==> config.mk <==
export PLATFORM = sky130hd
export DESIGN_NAME = fspc_host
export DESIGN_NICKNAME = d
export VERILOG_FILES = /design/src/fspc_pkg.sv /design/src/fspc_host.sv
export SDC_FILE = /design/constraint.sdc
export NUM_CORES = 1
export LEC_CHECK = 0
export BUFFER_PORTS_ARGS = -buffer_cell sky130_fd_sc_hd__buf_2
export CORE_MARGIN = 2
export CORE_UTILIZATION = 49
export CTS_BUF_LIST = sky130_fd_sc_hd__clkbuf_4
export DETAILED_ROUTE_END_ITERATION = 10
export GPL_TIMING_DRIVEN = 0
export PLACE_DENSITY = 0.81
export SYNTH_ARGS = -nofsm -noshare
export SYNTH_HDL_FRONTEND = slang
export SYNTH_SLANG_ARGS = --single-unit
==> constraint.sdc <==
create_clock -name core_clk -period 2.3 [get_ports core_clk]
set_clock_uncertainty 0.15 [all_clocks]
set_input_delay 0.115 -clock core_clk [delete_from_list [all_inputs] [get_ports core_clk]]
set_output_delay 0.115 -clock core_clk [all_outputs]
set_load 0.02 [all_outputs]
==> src/fspc_pkg.sv <==
// package for the flash suspend/protect host controller
package fspc_pkg;
	localparam int CLK_MHZ = 100;
	// timing figures in their own units
	localparam int T_SUSPEND_US = 15;
	localparam int T_ABORT_US = 10;
	localparam int T_GROUP_US = 80;
	localparam int T_PULSE_NS = 70;
	localparam int T_SETUP_NS = 70;
	localparam int T_RECOVER_NS = 40;
	localparam int T_ACCESS_NS = 160;
	// cycle counts: least times round up, longest round down
	localparam int CYC_SUSPEND = T_SUSPEND_US * CLK_MHZ;
	localparam int CYC_ABORT = T_ABORT_US * CLK_MHZ;
	localparam int CYC_GROUP = (T_GROUP_US * CLK_MHZ) - 1;
	localparam int CYC_PULSE = (T_PULSE_NS * CLK_MHZ + 999) / 1000;
	localparam int CYC_SETUP = (T_SETUP_NS * CLK_MHZ + 999) / 1000;
	localparam int CYC_RECOVER = (T_RECOVER_NS * CLK_MHZ + 999) / 1000;
	localparam int CYC_ACCESS = (T_ACCESS_NS * CLK_MHZ + 999) / 1000;
	localparam int CNT_W = 14;
	// bus widths and sector layout
	localparam int ADDR_W = 19;
	localparam int DATA_W = 8;
	localparam int SECT_W = 3;
	localparam int SECT_POS = 16;
	localparam int ID_LINE_POS = 9;
	localparam int TOGGLE_POS = 6;
	// command values
	localparam logic [7:0] CMD_RESUME = 8'h30;
	localparam logic [7:0] CMD_SUSPEND = 8'hb0;
	localparam logic [7:0] CMD_RESET = 8'hf0;
	localparam logic [7:0] CMD_UNLOCK1 = 8'haa;
	localparam logic [7:0] CMD_UNLOCK2 = 8'h55;
	localparam logic [ADDR_W-1:0] ADDR_UNLOCK1 = 19'h05555;
	localparam logic [ADDR_W-1:0] ADDR_UNLOCK2 = 19'h02aaa;
	localparam logic [7:0] PROT_OK = 8'h01;
	localparam logic [7:0] UNPROT_OK = 8'h00;
	// host requests
	typedef enum logic [2:0] {
		FSPC_OP_READ = 3'h0,
		FSPC_OP_WRITE = 3'h1,
		FSPC_OP_SUSPEND = 3'h2,
		FSPC_OP_RESUME = 3'h3,
		FSPC_OP_RESET1 = 3'h4,
		FSPC_OP_RESET3 = 3'h5,
		FSPC_OP_PROT_VFY = 3'h6,
		FSPC_OP_UNPROT_VFY = 3'h7
	} fspc_op_e;
	// gray coded along idle, setup, strobe, recover, wait
	typedef enum logic [2:0] {
		FSPC_ST_IDLE = 3'b000,
		FSPC_ST_SETUP = 3'b001,
		FSPC_ST_STROBE = 3'b011,
		FSPC_ST_RECOVER = 3'b010,
		FSPC_ST_WAIT = 3'b110,
		FSPC_ST_READ = 3'b111
	} fspc_state_e;
endpackage

==> src/fspc_host.sv <==
// host controller driving the flash block over its parallel pins
`timescale 1ns/1ps
// Behaviour
// RULE1 - address on strobe fall, data on rise
// RULE2 - exactly one block select low at once
// RULE3 - toggling stops within 15 us of suspend
// RULE4 - poll toggle bit outside erased sector
// RULE5 - device drops to read mode after suspend
// RULE6 - erased sectors read invalid while suspended
// RULE7 - suspended block takes only resume or reset
// RULE8 - reset ends running or suspended erase
// RULE9 - resume is 30h once, after suspend only
// RULE10 - protect mode via identifier voltage, sector lines
// RULE11 - protected sector ignores program and erase
// RULE12 - unprotect clears all eight sectors together
// RULE13 - verify reported on bit zero or byte
// RULE14 - reset is one write or three
// RULE15 - reset returns read mode, clears errors
// RULE16 - reset abort completes within 10 us
// RULE17 - program only clears bits to zero
// RULE18 - queue next sector erase within 80 us; the host has no erase request, CYC_GROUP is never used
// RULE19 - sectors 64 KByte, whole-sector operations
module fspc_host (
	input wire logic core_clk,
	input wire logic resetn,
	input wire logic req_valid,
	output logic req_ready,
	input wire fspc_pkg::fspc_op_e req_op,
	input wire logic [fspc_pkg::ADDR_W-1:0] req_addr,
	input wire logic [fspc_pkg::DATA_W-1:0] req_data,
	input wire logic req_eeprom,
	input wire logic [fspc_pkg::ADDR_W-1:0] poll_addr,
	output logic rsp_valid,
	output logic [fspc_pkg::DATA_W-1:0] rsp_data,
	output logic rsp_ok,
	output logic suspended,
	output logic [fspc_pkg::ADDR_W-1:0] mem_addr,
	output logic [fspc_pkg::DATA_W-1:0] mem_dq_out,
	output logic mem_dq_oe_n,
	input wire logic [fspc_pkg::DATA_W-1:0] mem_dq_in,
	output logic flash_select_n,
	output logic eeprom_select_n,
	output logic mem_write_n,
	output logic mem_gate_n,
	output logic id_line_high_voltage,
	output logic gate_high_voltage
);
	import fspc_pkg::*;

	typedef struct packed {
		fspc_state_e st;
		logic [CNT_W-1:0] cnt;
		logic [1:0] step;
		fspc_op_e op;
		logic [ADDR_W-1:0] addr;
		logic [DATA_W-1:0] data;
		logic eeprom;
		logic susp;
		logic [DATA_W-1:0] rdata;
		logic rvalid;
		logic rok;
		logic fsel_n;
		logic esel_n;
		logic wr_n;
		logic oe_n;
		logic dq_oe_n;
		logic hv;
	} fspc_state_s;

	fspc_state_s r;
	fspc_state_s next_r;
	logic [ADDR_W-1:0] step_addr;
	logic [DATA_W-1:0] step_data;
	logic multi;

	// address and data for each write step of the current command
	always_comb begin
		step_addr = r.addr;
		step_data = r.data;
		multi = 1'b0;
		case (r.op)
			FSPC_OP_SUSPEND: step_data = CMD_SUSPEND;
			FSPC_OP_RESUME: step_data = CMD_RESUME; // RULE9
			FSPC_OP_RESET1: step_data = CMD_RESET; // RULE14
			FSPC_OP_RESET3: begin
				multi = 1'b1; // RULE14
				step_addr = (r.step == 2'd0) ? ADDR_UNLOCK1 :
					(r.step == 2'd1) ? ADDR_UNLOCK2 : ADDR_UNLOCK1;
				step_data = (r.step == 2'd0) ? CMD_UNLOCK1 :
					(r.step == 2'd1) ? CMD_UNLOCK2 : CMD_RESET;
			end
			default: begin
			end
		endcase
	end

	// one sequencer: bus cycles, waits and verify reads
	always_comb begin
		next_r = r;
		next_r.rvalid = 1'b0;
		case (r.st)
			FSPC_ST_IDLE: begin
				if (req_valid) begin
					next_r.op = req_op;
					next_r.addr = req_addr;
					next_r.data = req_data; // RULE17
					next_r.eeprom = req_eeprom;
					next_r.step = 2'd0;
					next_r.cnt = CNT_W'(CYC_SETUP);
					// only resume, reset and read go out while suspended
					if (r.susp && req_op != FSPC_OP_RESUME && req_op != FSPC_OP_RESET1 &&
						req_op != FSPC_OP_RESET3 && req_op != FSPC_OP_READ) begin
						next_r.rvalid = 1'b1; // RULE7
						next_r.rok = 1'b0;
						next_r.rdata = 8'h00;
					end else if (r.susp && req_op == FSPC_OP_READ && !req_eeprom) begin
						next_r.addr = poll_addr; // RULE4
						next_r.st = FSPC_ST_SETUP;
					end else if (!r.susp && req_op == FSPC_OP_RESUME) begin
						next_r.rvalid = 1'b1; // RULE9
						next_r.rok = 1'b0;
						next_r.rdata = 8'h00;
					end else begin
						next_r.st = FSPC_ST_SETUP;
					end
				end
			end
			FSPC_ST_SETUP: begin
				// selects chosen one-hot, address settles before strobe
				next_r.fsel_n = r.eeprom; // RULE2
				next_r.esel_n = !r.eeprom; // RULE2
				next_r.hv = (r.op == FSPC_OP_PROT_VFY || r.op == FSPC_OP_UNPROT_VFY); // RULE10
				if (r.cnt <= CNT_W'(1)) begin
					next_r.cnt = CNT_W'(CYC_PULSE);
					if (r.op == FSPC_OP_READ || r.hv) begin
						next_r.oe_n = 1'b0;
						next_r.cnt = CNT_W'(CYC_ACCESS);
						next_r.st = FSPC_ST_READ;
					end else begin
						next_r.wr_n = 1'b0; // RULE1
						next_r.dq_oe_n = 1'b0;
						next_r.st = FSPC_ST_STROBE;
					end
				end else begin
					next_r.cnt = r.cnt - CNT_W'(1);
				end
			end
			FSPC_ST_STROBE: begin
				// data held across the rising strobe edge
				if (r.cnt <= CNT_W'(1)) begin
					next_r.wr_n = 1'b1; // RULE1
					next_r.cnt = CNT_W'(CYC_RECOVER);
					next_r.st = FSPC_ST_RECOVER;
				end else begin
					next_r.cnt = r.cnt - CNT_W'(1);
				end
			end
			FSPC_ST_RECOVER: begin
				if (r.cnt <= CNT_W'(1)) begin
					next_r.dq_oe_n = 1'b1;
					if (multi && r.step != 2'd2) begin
						next_r.step = r.step + 2'd1;
						next_r.cnt = CNT_W'(CYC_SETUP);
						next_r.st = FSPC_ST_SETUP;
					end else begin
						next_r.fsel_n = 1'b1;
						next_r.esel_n = 1'b1;
						next_r.st = FSPC_ST_WAIT;
						next_r.cnt = CNT_W'(1);
						if (r.op == FSPC_OP_SUSPEND) begin
							next_r.cnt = CNT_W'(CYC_SUSPEND); // RULE3
							next_r.susp = 1'b1; // RULE5
						end else if (r.op == FSPC_OP_RESUME) begin
							next_r.susp = 1'b0; // RULE9
						end else if (r.op == FSPC_OP_RESET1 || r.op == FSPC_OP_RESET3) begin
							next_r.cnt = CNT_W'(CYC_ABORT); // RULE16
							next_r.susp = 1'b0; // RULE8
						end
					end
				end else begin
					next_r.cnt = r.cnt - CNT_W'(1);
				end
			end
			FSPC_ST_READ: begin
				if (r.cnt <= CNT_W'(1)) begin
					next_r.oe_n = 1'b1;
					next_r.fsel_n = 1'b1;
					next_r.esel_n = 1'b1;
					next_r.hv = 1'b0;
					next_r.rdata = mem_dq_in;
					next_r.rok = 1'b1;
					if (r.op == FSPC_OP_PROT_VFY)
						next_r.rok = (mem_dq_in[0] == PROT_OK[0]); // RULE13
					else if (r.op == FSPC_OP_UNPROT_VFY)
						next_r.rok = (mem_dq_in == UNPROT_OK); // RULE13
					next_r.rvalid = 1'b1;
					next_r.st = FSPC_ST_IDLE;
				end else begin
					next_r.cnt = r.cnt - CNT_W'(1);
				end
			end
			FSPC_ST_WAIT: begin
				// end of every write: one cycle, or suspend settle or reset abort; device gives no valid data meanwhile
				if (r.cnt <= CNT_W'(1)) begin
					next_r.rvalid = 1'b1; // RULE15
					next_r.rok = 1'b1;
					next_r.rdata = 8'h00;
					next_r.st = FSPC_ST_IDLE;
				end else begin
					next_r.cnt = r.cnt - CNT_W'(1);
				end
			end
			default: next_r.st = FSPC_ST_IDLE;
		endcase
	end

	// state register; pins idle high with drivers off
	always_ff @(posedge core_clk or negedge resetn) begin
		if (!resetn) begin
			r <= '{st: FSPC_ST_IDLE, cnt: '0, step: 2'd0, op: FSPC_OP_READ,
				addr: '0, data: '0, eeprom: 1'b0, susp: 1'b0, rdata: '0,
				rvalid: 1'b0, rok: 1'b0, fsel_n: 1'b1, esel_n: 1'b1,
				wr_n: 1'b1, oe_n: 1'b1, dq_oe_n: 1'b1, hv: 1'b0};
		end else begin
			r <= next_r;
		end
	end

	assign req_ready = (r.st == FSPC_ST_IDLE);
	assign rsp_valid = r.rvalid;
	assign rsp_data = r.rdata;
	assign rsp_ok = r.rok;
	assign suspended = r.susp;
	assign mem_addr = step_addr;
	assign mem_dq_out = step_data;
	assign mem_dq_oe_n = r.dq_oe_n;
	assign flash_select_n = r.fsel_n;
	assign eeprom_select_n = r.esel_n;
	assign mem_write_n = r.wr_n;
	assign mem_gate_n = r.oe_n;
	assign id_line_high_voltage = r.hv; // RULE10
	assign gate_high_voltage = r.hv;
endmodule

==> metrics.txt, run 1 <==
Sequential Power Share=30.6%; kind of critical path=reg2reg; layout-stage area growth over the synthesis result=48.14%; effective utilization at floorplan=50.34%; register containing the most flip-flops in the final layout=r; TritonCTS clock tree=done; unrepaired setup endpoints after global routing=true; Cell Rows=32; Overall Global Routing Usage=31.10%; total number of vias=4583; final cycle utilization of the critical path=107.7%; maximum number of pins on one net before global-route repair=68; class of the tightest hold or removal check=in2reg; PnR worst setup slack=-0.1760 ns; Internal=3.717 mW; max-cap viol count=0; via count of the first global-routing pass=4371; count of endpoints failing hold in the final timing report=0; first drt pass iteration count=6; area share of the leading cell type in the synthesized netlist=40.09%; run status=finished, violations left; maximum count of clock buffers along a single path=2; slew at the pin closest to its max-slew limit=0.8362 ns; total wirelength of the detailed-routed design=14.20 mm; layout cells sized above 1=36.28%; post-detail-place hpwl=7.687 mm; Worst path slowest cell=or4_4; switching portion of total power=46.23%; most common library cell in the layout ignoring fill and taps=buf_2; cell family with the largest share of critical-path delay=simple AND/OR/NAND/NOR gates; dominant register cell in the synthesized netlist=dfrtp_1; number of library cell types mapped by synthesis=58; Die Ht=92.87 um; Cell Count Post-Placement=634; final cell count without fillers=736; number of diodes=0; top library cells by usage in the layout, fill and taps aside=buf_2, dlygate4sd3_1, dfrtp_1, nor2_1, nand2_1; CP arrival=2.64 ns; final max-slew violation count=0; mean routed wirelength per cell=19.30 um; count of clock tree sinks=67; overall die area=8625 um^2; TritonCTS buffer count=9; required time worst endpoint=2.47 ns; clock-pin slew on the worst setup and hold paths=0.12 ns; number of flip-flops under the largest register name=50; syn_nets=496; post-layout minimum cycle time=2.476 ns; cell area after synthesis=3870 um^2; area of the core=7687 um^2; antenna violation net count after detailed routing=0; power density over the cells=1206 nW/um^2; number of top-level pins=107; initial antenna violation count=0; Root Driver=clkbuf_4; switching power=3.196 mW; layout net count=699; insertion delay of the later-clocked pin in the worst-skew pair=0.44 ns; number of H-tree levels=3; flip-flop and latch count after synthesis=67; residual overflow from global routing=0; Clk pwr share=13.5%; final weighted congestion of routability-driven global placement=0.9305; worst reg2reg setup slack=-0.18 ns; number of synthesized flops with an enable pin=0; ordered list of cells on the worst path=inv_2 -> ha_4 -> nor2_4 -> or4_4 -> or2_4 -> a21oi_4 -> buf_4 -> nor2_1 -> o221a_1; drt initial violations=697; Max Fclk=403.9 MHz; Total Neg Setup Slack=-1.150 ns; maximum single-stage delay on the critical path=0.53 ns; endpoint kind of the worst setup timing path=flop; async set-reset flop share out of synthesis=100.0%; final setup violating endpoints=16; worst slack, placed=-0.2744 ns; Peak VDD IR=1.188 mV; failing checks=negative setup slack; Worst slew margin=44.25%; largest cells by area after synthesis=dfrtp_1, mux2i_1, nor2_1, a21oi_1, nand2_1; Gate power share=55.9%; most area-hungry cell type in the Yosys netlist=dfrtp_1; Buf+Inv Stages, Crit Path=2; sequential cell area fraction in the yosys report=43.49%; maximum fanout along the worst path=5; drt via density=6.227; wire length of the first global-routing pass=21.17 mm; Avg Cell Area, Syn=9.084 um^2; overall power consumption=6.913 mW; synthesized instance count=426; count of buffers inserted at the top-level ports=106; total number of yosys warnings=0; number of design rule violations left after detail routing=0; Critical Path Source Type=flop; Die W=92.87 um; static leakage=2.612 nW
[Yosys cell counts (2+ instances only)]
cell,instances
nand2_1,47
a22o_1,13
nand3_1,8
nand2b_1,4
dfrtp_1,62
buf_2,3
or4_1,3
dfstp_2,5
and2_1,2
inv_1,10
mux2i_1,20
o31a_1,2
o21a_1,8
clkbuf_1,13
a21oi_1,36
buf_1,2
nor2b_1,6
o21ai_0,28
a221oi_1,2
buf_4,9
ha_1,9
nand3b_1,2
nor2_1,52
a31oi_1,4
a21o_1,4
nor4_1,4
a32oi_1,3
or3_1,5
o31ai_1,8
mux2_2,9
o21bai_1,3
or2_4,2
nor3_1,13
[logic make-up after synthesis]
group / after synthesis / synth area share [%]
flip-flops: 67 / 43.49
buffers and inverters: 39 / 4.947
multiplexers: 29 / 7.792
adder cells (fa/ha/maj): 9 / 2.910
AND/OR/NAND/NOR: 153 / 18.49
AO/OA/AOI/OAI: 127 / 21.92
XOR/XNOR: 2 / 0.4527
[power by group through the flow]
stage                     Sequential [mW]  Combinational, mW  Clock (mW)
after floorplan                      2.03               2.16           0
after global routing                 2.15               4.14       0.996
after detailed placement             2.09               3.04           0
final                                2.11               3.87       0.932
after CTS                            2.06               3.36       0.925
after global placement               2.06               2.98           0
[stage by stage]
stage	cell area, um^2	hold WS (ns)	utilization [%]
5_1_grt	5733	0.1077	74.58
2_1_floorplan	3887	-0.3306	-
4_1_cts	5507	0.002780	71.63
3_5_place_dp	4548	0.1250	59.16
3_3_place_gp	4546	0.1985	59.13
6_report	5733	0.05518	74.58
[what timing repair did]
item,4_1_cts,5_1_grt
hold buffers,59,0
setup endpoints to repair,71,70
gates cloned,1,1
buffers inserted,14,14
endpoints found under the hold margin,102,0
pin swaps,4,14
gates resized for setup,31,43
[final timing paths]
check | start | cells past startpoint | end
min in group asynchronous | resetn | 2 | r[28]
worst max-delay path | r[51] | 9 | r[52]
max in group asynchronous | resetn | 2 | suspended
worst min-delay path | req_valid | 5 | r[64]
worst max register to register | r[51] | 9 | r[52]
worst min register to register | mem_write_n | 2 | mem_write_n
[layout make-up]
type	instances	area [um^2]
tap	102	127.6
fill	481	1954
multi-input combinational	321	2195
clock inverter	7	98.84
inverter	11	42.54
sequential	67	1689
timing repair buffer	194	1363
clock buffer	9	67.56
buffer	25	150.1
[per-layer routing]
metal / share of wire [%] / vias up / global-route usage [%]
li1: - / 1947 / -
met1: 36 / 2135 / 38.77
met2: 49 / 381 / 51.99
met3: 8.9 / 120 / 4.882
met4: 6.4 / 0 / 16.30
met5: 0 / - / 0
[worst min-delay path: cells and delay by family]
family | cells | cell delay [ns]
AOI/OAI and AO/OA | 2 | 0.22
buffers and inverters | 1 | 0.12
and+or+nand+nor | 2 | 0.14
No activity file was read; power rests on OpenSTA's default activity.
==> run 2: changes to the inputs <==
--- a/config.mk
+++ b/config.mk
@@ -15,3 +15,4 @@
 export SYNTH_ARGS = -nofsm -noshare
 export SYNTH_HDL_FRONTEND = slang
 export SYNTH_SLANG_ARGS = --single-unit
+export TNS_END_PERCENT = 50
==> run 2 against run 1 <==
Against the previous run:
- the flow still finishes with violations (negative setup slack)
- cell area increased by 2.3%
- fmax about the same
- count of clock-buffer cells in the layout increased by 1
- die area unchanged
- total power increased by 3.1%
- worst hold slack improved by 0.11 ns
- global-route usage increased by 2.5 points
- largest cell class unchanged
==> metrics.txt, run 2 (synthesis results as in run 1) <==
final weighted congestion of routability-driven global placement=0.8760 (-5.9%); failing checks=negative setup slack; clock-pin slew on the worst setup and hold paths=0.13 ns (about the same); total wirelength of the detailed-routed design=15.46 mm (+8.8%); TritonCTS buffer count=9 (unchanged); most used cell, CP=or4_4; number of design rule violations left after detail routing=0 (unchanged); residual overflow from global routing=0 (unchanged); via count of the first global-routing pass=4667 (+6.8%); number of diodes=0 (unchanged); startpoint of the most critical register-to-register path=r[54]; Die Ht=92.87 um (unchanged); overall die area=8625 um^2 (unchanged); final design area excluding fillers=5867 um^2 (+2.3%); antenna violation net count after detailed routing=0 (unchanged); total number of vias=4640 (+1.2%); CP arrival=2.67 ns (+0.03 ns); worst setup path startpoint=r[54]; Overall Global Routing Usage=33.62% (+2.5 points); count of buffers inserted at the top-level ports=106 (unchanged); wire length of the first global-routing pass=22.60 mm (+6.8%); number of H-tree levels=3 (unchanged); Critical Path Source Type=flop; endpoint kind of the worst setup timing path=flop; Cell Rows=32 (unchanged); Worst slew margin=42.67% (-1.6 points); final setup violating endpoints=8 (-8); static leakage=2.670 nW (+2.2%); final max-slew violation count=0 (unchanged); worst reg2reg setup slack=-0.18 ns (about the same); number of flip-flops under the largest register name=50 (unchanged); PnR worst setup slack=-0.1752 ns (+0.0007910 ns); R2R Path End=r[52]; kind of critical path=reg2reg; first drt pass iteration count=8 (+2); fraction of the core area covered by cells at the end of the flow=76.32% (+1.7 points); drt via density=6.245 (+0.29%); ordered list of cells on the worst path=or4_4 -> or4_4 -> buf_6 -> a21oi_2 -> a21oi_1 -> o221a_1; maximum single-stage delay on the critical path=0.54 ns (about the same); layout-stage area growth over the synthesis result=51.60%; effective utilization at floorplan=50.34% (unchanged); post-layout minimum cycle time=2.475 ns (-0.0007910 ns); final cycle utilization of the critical path=107.6% (about the same); placed cell areas=4536 um^2 (-0.28%); register containing the most flip-flops in the final layout=r; Root Driver=clkbuf_4; maximum count of clock buffers along a single path=2 (unchanged); count of endpoints failing hold in the final timing report=0 (unchanged); max-cap viol count=0 (unchanged); overall power consumption=7.126 mW (+3.1%); count of clock tree sinks=67 (unchanged); layout net count=706 (+1.0%); top library cells by usage in the layout, fill and taps aside=buf_2, dlygate4sd3_1, dfrtp_1, nor2_1, nand2_1; worst slack, placed=-0.4008 ns (-0.1264 ns); endpoint of the worst setup timing path=r[52]; TritonCTS clock tree=done; mean routed wirelength per cell=20.80 um (+7.8%); most used routing layer in global routing=met2; Worst path slowest cell=or4_4; class of the tightest hold or removal check=in2async; global-route met1 utilization=38.86% (+0.087 points); maximum number of pins on one net before global-route repair=68 (unchanged); layout cells sized above 1=39.16% (+2.9 points); unrepaired setup endpoints after global routing=true; number of top-level pins=107 (unchanged); met3 usage in global routing=8.625% (+3.7 points); power density over the cells=1215 nW/um^2 (+0.73%); Worst R2R Path Depth=6 (-3); most common library cell in the layout ignoring fill and taps=buf_2; post-detail-place hpwl=7.566 mm (-1.6%); Total Neg Setup Slack=-0.4778 ns (+0.6720 ns); Max Fclk=404.0 MHz (about the same); initial antenna violation count=0 (unchanged); area of the core=7687 um^2 (unchanged); slew at the pin closest to its max-slew limit=0.8600 ns (+0.02375 ns); Global Route met2 Usage=55.56% (+3.6 points); required time worst endpoint=2.49 ns (+0.02 ns); maximum fanout along the worst path=5 (unchanged); Peak VDD IR=0.9746 mV (-18%); insertion delay of the later-clocked pin in the worst-skew pair=0.44 ns (about the same); drt initial violations=611 (-12%); Die W=92.87 um (unchanged); run status=finished, violations left
run 2: cell type report:
type                    instances  area [um^2]
multi-input cells             321         2267
fillers                       465         1821
flip-flops and latches         67         1689
repair buffers                201         1416
plain buffers                  25        160.2
well taps                     102        127.6
clock inverters                 6        88.84
clock buffers                  10        75.07
inverters                      11        42.54
run 2: through the flow:
stage          std cells  hold slack (ns)
2_1_floorplan        426          -0.3306
3_3_place_gp         634           0.1986
3_5_place_dp         634           0.1258
4_1_cts              730           0.1807
5_1_grt              743           0.2289
6_report             743           0.1644
run 2: repair_timing:
action | CTS | global route
buffers inserted | 19 | 15
pin swaps | 16 | 15
resized for setup | 58 | 38
setup endpoints to repair | 74 | 67
hold endpoints to repair | 103 | 0
cloned | 2 | 0
hold buffers | 60 | 0
run 2: power breakdown:
group	switching (mW)	leakage, nW	total [mW]	internal [mW]
registers	0.436	0.800	2.12	1.68
logic	2.42	1.78	4.07	1.66
clock network	0.476	0.0851	0.933	0.457
run 2: how the worst min path moves through the flow:
stage          cells past startpoint  slack [ns]           endpoint
6_report                           2        0.16              r[62]
5_1_grt                            2        0.23              r[62]
4_1_cts                            2        0.18              r[60]
3_5_place_dp                       1        0.13              r[62]
3_3_place_gp                       2        0.20              r[19]
2_1_floorplan                      0       -0.33  gate_high_voltage
run 2: layer usage:
layer	routed length [um]	vias up
met1	5333	2157
met3	1422	128
met2	7545	398
met4	1154	0
li1	-	1957
met5	0	-
run 2: worst max-delay path, delay by kind of cell (launching register included):
kind,cells,cell delay [ns]
simple gates,2,1.04
compound gates,3,0.56
flops,1,0.45
buf+inv,1,0.17
==> run 3: changes to the inputs <==
--- a/config.mk
+++ b/config.mk
@@ -12,6 +12,7 @@
 export DETAILED_ROUTE_END_ITERATION = 10
 export GPL_TIMING_DRIVEN = 0
 export PLACE_DENSITY = 0.81
+export SKIP_CTS_REPAIR_TIMING = 1
 export SYNTH_ARGS = -nofsm -noshare
 export SYNTH_HDL_FRONTEND = slang
 export SYNTH_SLANG_ARGS = --single-unit
==> run 3 against run 2 <==
Against the previous run:
- the run still ends with negative setup slack left
- fmax is 2.7% lower
- register-to-register slack worse by 0.07 ns
- critical path depth stayed put
- clock power is 2% lower
- core utilization is 2.0 points lower
- global-route usage is 9.3 points lower
- non-clock buffer count is 8 lower
- count of clock-buffer cells in the layout stayed put
- sequential power hardly changed
- highest routed layer unchanged
==> metrics.txt, run 3 (synthesis results as in run 1) <==
run status=finished, violations left; failing checks=negative setup slack; layout net count=698 (-1.1%); post-detail-place hpwl=7.566 mm (unchanged); final setup violating endpoints=37 (+29); effective utilization at floorplan=50.34% (unchanged); maximum single-stage delay on the critical path=0.46 ns (-0.08 ns); register containing the most flip-flops in the final layout=r; maximum count of clock buffers along a single path=2 (unchanged); top library cells by usage in the layout, fill and taps aside=buf_2, dlygate4sd3_1, dfrtp_1, nor2_1, nand2_1; number of top-level pins=107 (unchanged); final max-slew violation count=0 (unchanged); Critical Path Source Type=flop; Buf+Inv Stages, Crit Path=2 (+1); Peak VDD IR=0.6196 mV (-36%); most common library cell in the layout ignoring fill and taps=buf_2; final cell count without fillers=735 (-1.1%); ordered list of cells on the worst path=nand2b_1 -> nor4_1 -> clkbuf_2 -> buf_2 -> mux2i_1 -> a21oi_1; number of flip-flops under the largest register name=50 (unchanged); TritonCTS clock tree=done; final cycle utilization of the critical path=110.7% (+3.0 points); worst reg2reg setup slack=-0.25 ns (-0.07 ns); unrepaired setup endpoints after global routing=true; overall die area=8625 um^2 (unchanged); count of buffers inserted at the top-level ports=106 (unchanged); maximum fanout along the worst path=10 (+5); startpoint of the most critical register-to-register path=suspended; R2R Path End=r[37]; total wirelength of the detailed-routed design=14.25 mm (-7.8%); maximum number of pins on one net before global-route repair=68 (unchanged); first drt pass iteration count=6 (-2); initial antenna violation count=0 (unchanged); Cell Count Post-Placement=634 (unchanged); Die Ht=92.87 um (unchanged); total number of vias=4444 (-4.2%); fraction of the core area covered by cells at the end of the flow=74.32% (-2.0 points); drt via density=6.046 (-3.2%); layout-stage area growth over the synthesis result=47.62%; required time worst endpoint=2.43 ns (-0.06 ns); number of diodes=0 (unchanged); Worst R2R Path Depth=6 (unchanged); CP arrival=2.68 ns (about the same); drt initial violations=738 (+21%); count of clock tree sinks=67 (unchanged); via count of the first global-routing pass=3617 (-22%); Cell Rows=32 (unchanged); number of fill cells in the layout=496 (+6.7%); area occupied by multi-input gates=2188 um^2 (-3.5%); Root Driver=clkbuf_4; endpoint of the worst setup timing path=r[37]; layout cells sized above 1=35.86% (-3.3 points); count of endpoints failing hold in the final timing report=0 (unchanged); post-layout minimum cycle time=2.545 ns (+0.06996 ns); Worst path slowest cell=dfrtp_1; max-cap viol count=0 (unchanged); slew at the pin closest to its max-slew limit=0.8631 ns (+0.003115 ns); sequential cell area in the final layout=1688 um^2 (about the same); clock-pin slew on the worst setup and hold paths=0.12 ns (about the same); power density over the cells=1194 nW/um^2 (-1.7%); wire length of the first global-routing pass=16.66 mm (-26%); worst hold slack=0.07056 ns (-0.09385 ns); worst setup path startpoint=suspended; worst slack, placed=-0.4008 ns (unchanged); Clk pwr share=13.5% (+0.4 points); mean routed wirelength per cell=19.39 um (-6.8%); Die W=92.87 um (unchanged); static leakage=2.588 nW (-3.1%); residual overflow from global routing=0 (unchanged); number of H-tree levels=3 (unchanged); Overall Global Routing Usage=24.35% (-9.3 points); PnR worst setup slack=-0.2452 ns (-0.06995 ns); area of the core=7687 um^2 (unchanged); Gate power share=55.3% (-1.9 points); insertion delay of the later-clocked pin in the worst-skew pair=0.43 ns (about the same); endpoint kind of the worst setup timing path=flop; switching power=3.127 mW (-6.1%); TritonCTS buffer count=9 (unchanged); antenna violation net count after detailed routing=0 (unchanged); overall power consumption=6.822 mW (-4.3%); number of design rule violations left after detail routing=0 (unchanged); Internal=3.695 mW (-2.7%); switching portion of total power=45.83% (-0.88 points); Max Fclk=392.9 MHz (-2.7%); critical path depth in cells=6 (unchanged); Sequential Power Share=31.2% (+1.5 points); kind of critical path=reg2reg; class of the tightest hold or removal check=in2reg; final weighted congestion of routability-driven global placement=0.8760 (unchanged); Worst slew margin=42.46% (-0.21 points); cell family with the largest share of critical-path delay=buffers and inverters
run 3: cell types whose count changed in the layout (fill, tap and decap cells not counted), sizes merged:
cell,change
dlygate4sd3,-1
buf,-7
clkinv,-1
clkinvlp,+1
run 3: worst min-delay path by stage:
stage | from | slack (ns) | to | cells past startpoint
final | req_valid | 0.07 | r[66] | 5
after global routing | req_valid | 0.11 | r[66] | 5
after CTS | resetn | -0.36 | r[60] | 1
after detailed placement | resetn | 0.13 | r[62] | 1
after global placement | req_data[1] | 0.20 | r[19] | 2
after floorplan | resetn | -0.33 | gate_high_voltage | 0
run 3: power groups by stage:
stage	Sequential (mW)	Clock (mW)	Combinational, mW
global route	2.18	0.976	4.07
finish	2.13	0.918	3.78
global placement	2.06	0	2.95
detailed placement	2.08	0	3.02
CTS	2.06	0.929	3.03
floorplan	2.03	0	2.13
run 3: worst reg2reg max path, cell delays in order (launching register included):
cell,delay [ns]
dfrtp_1,0.46
nand2b_1,0.11
nor4_1,0.33
clkbuf_2,0.41
buf_2,0.41
mux2i_1,0.38
a21oi_1,0.17
run 3: stage by stage:
stage          area (um^2)  setup TNS, ns
6_report              5713         -3.865
3_5_place_dp          4536         -11.44
2_1_floorplan         3875        -0.8540
3_3_place_gp          4533         -9.063
5_1_grt               5713         -6.261
4_1_cts               4700         -17.59
run 3: layout make-up:
class                   instances  share of cell area (%)
clock inverters                 6                   1.555
well taps                     102                   2.234
clock buffers                  10                   1.314
plain buffers                  26                   2.847
repair buffers                192                   23.41
multi-input cells             321                   38.30
flip-flops and latches         67                   29.54
inverters                      11                  0.7884
run 3: per-layer routing:
metal / share of wire (%) / global-route usage [%] / routed length, um
met1: 35 / 31.05 / 5014
met2: 52 / 40.52 / 7362
met3: 8.8 / 5.370 / 1247
met4: 4.4 / 9.191 / 624
met5: 0 / 0 / 0
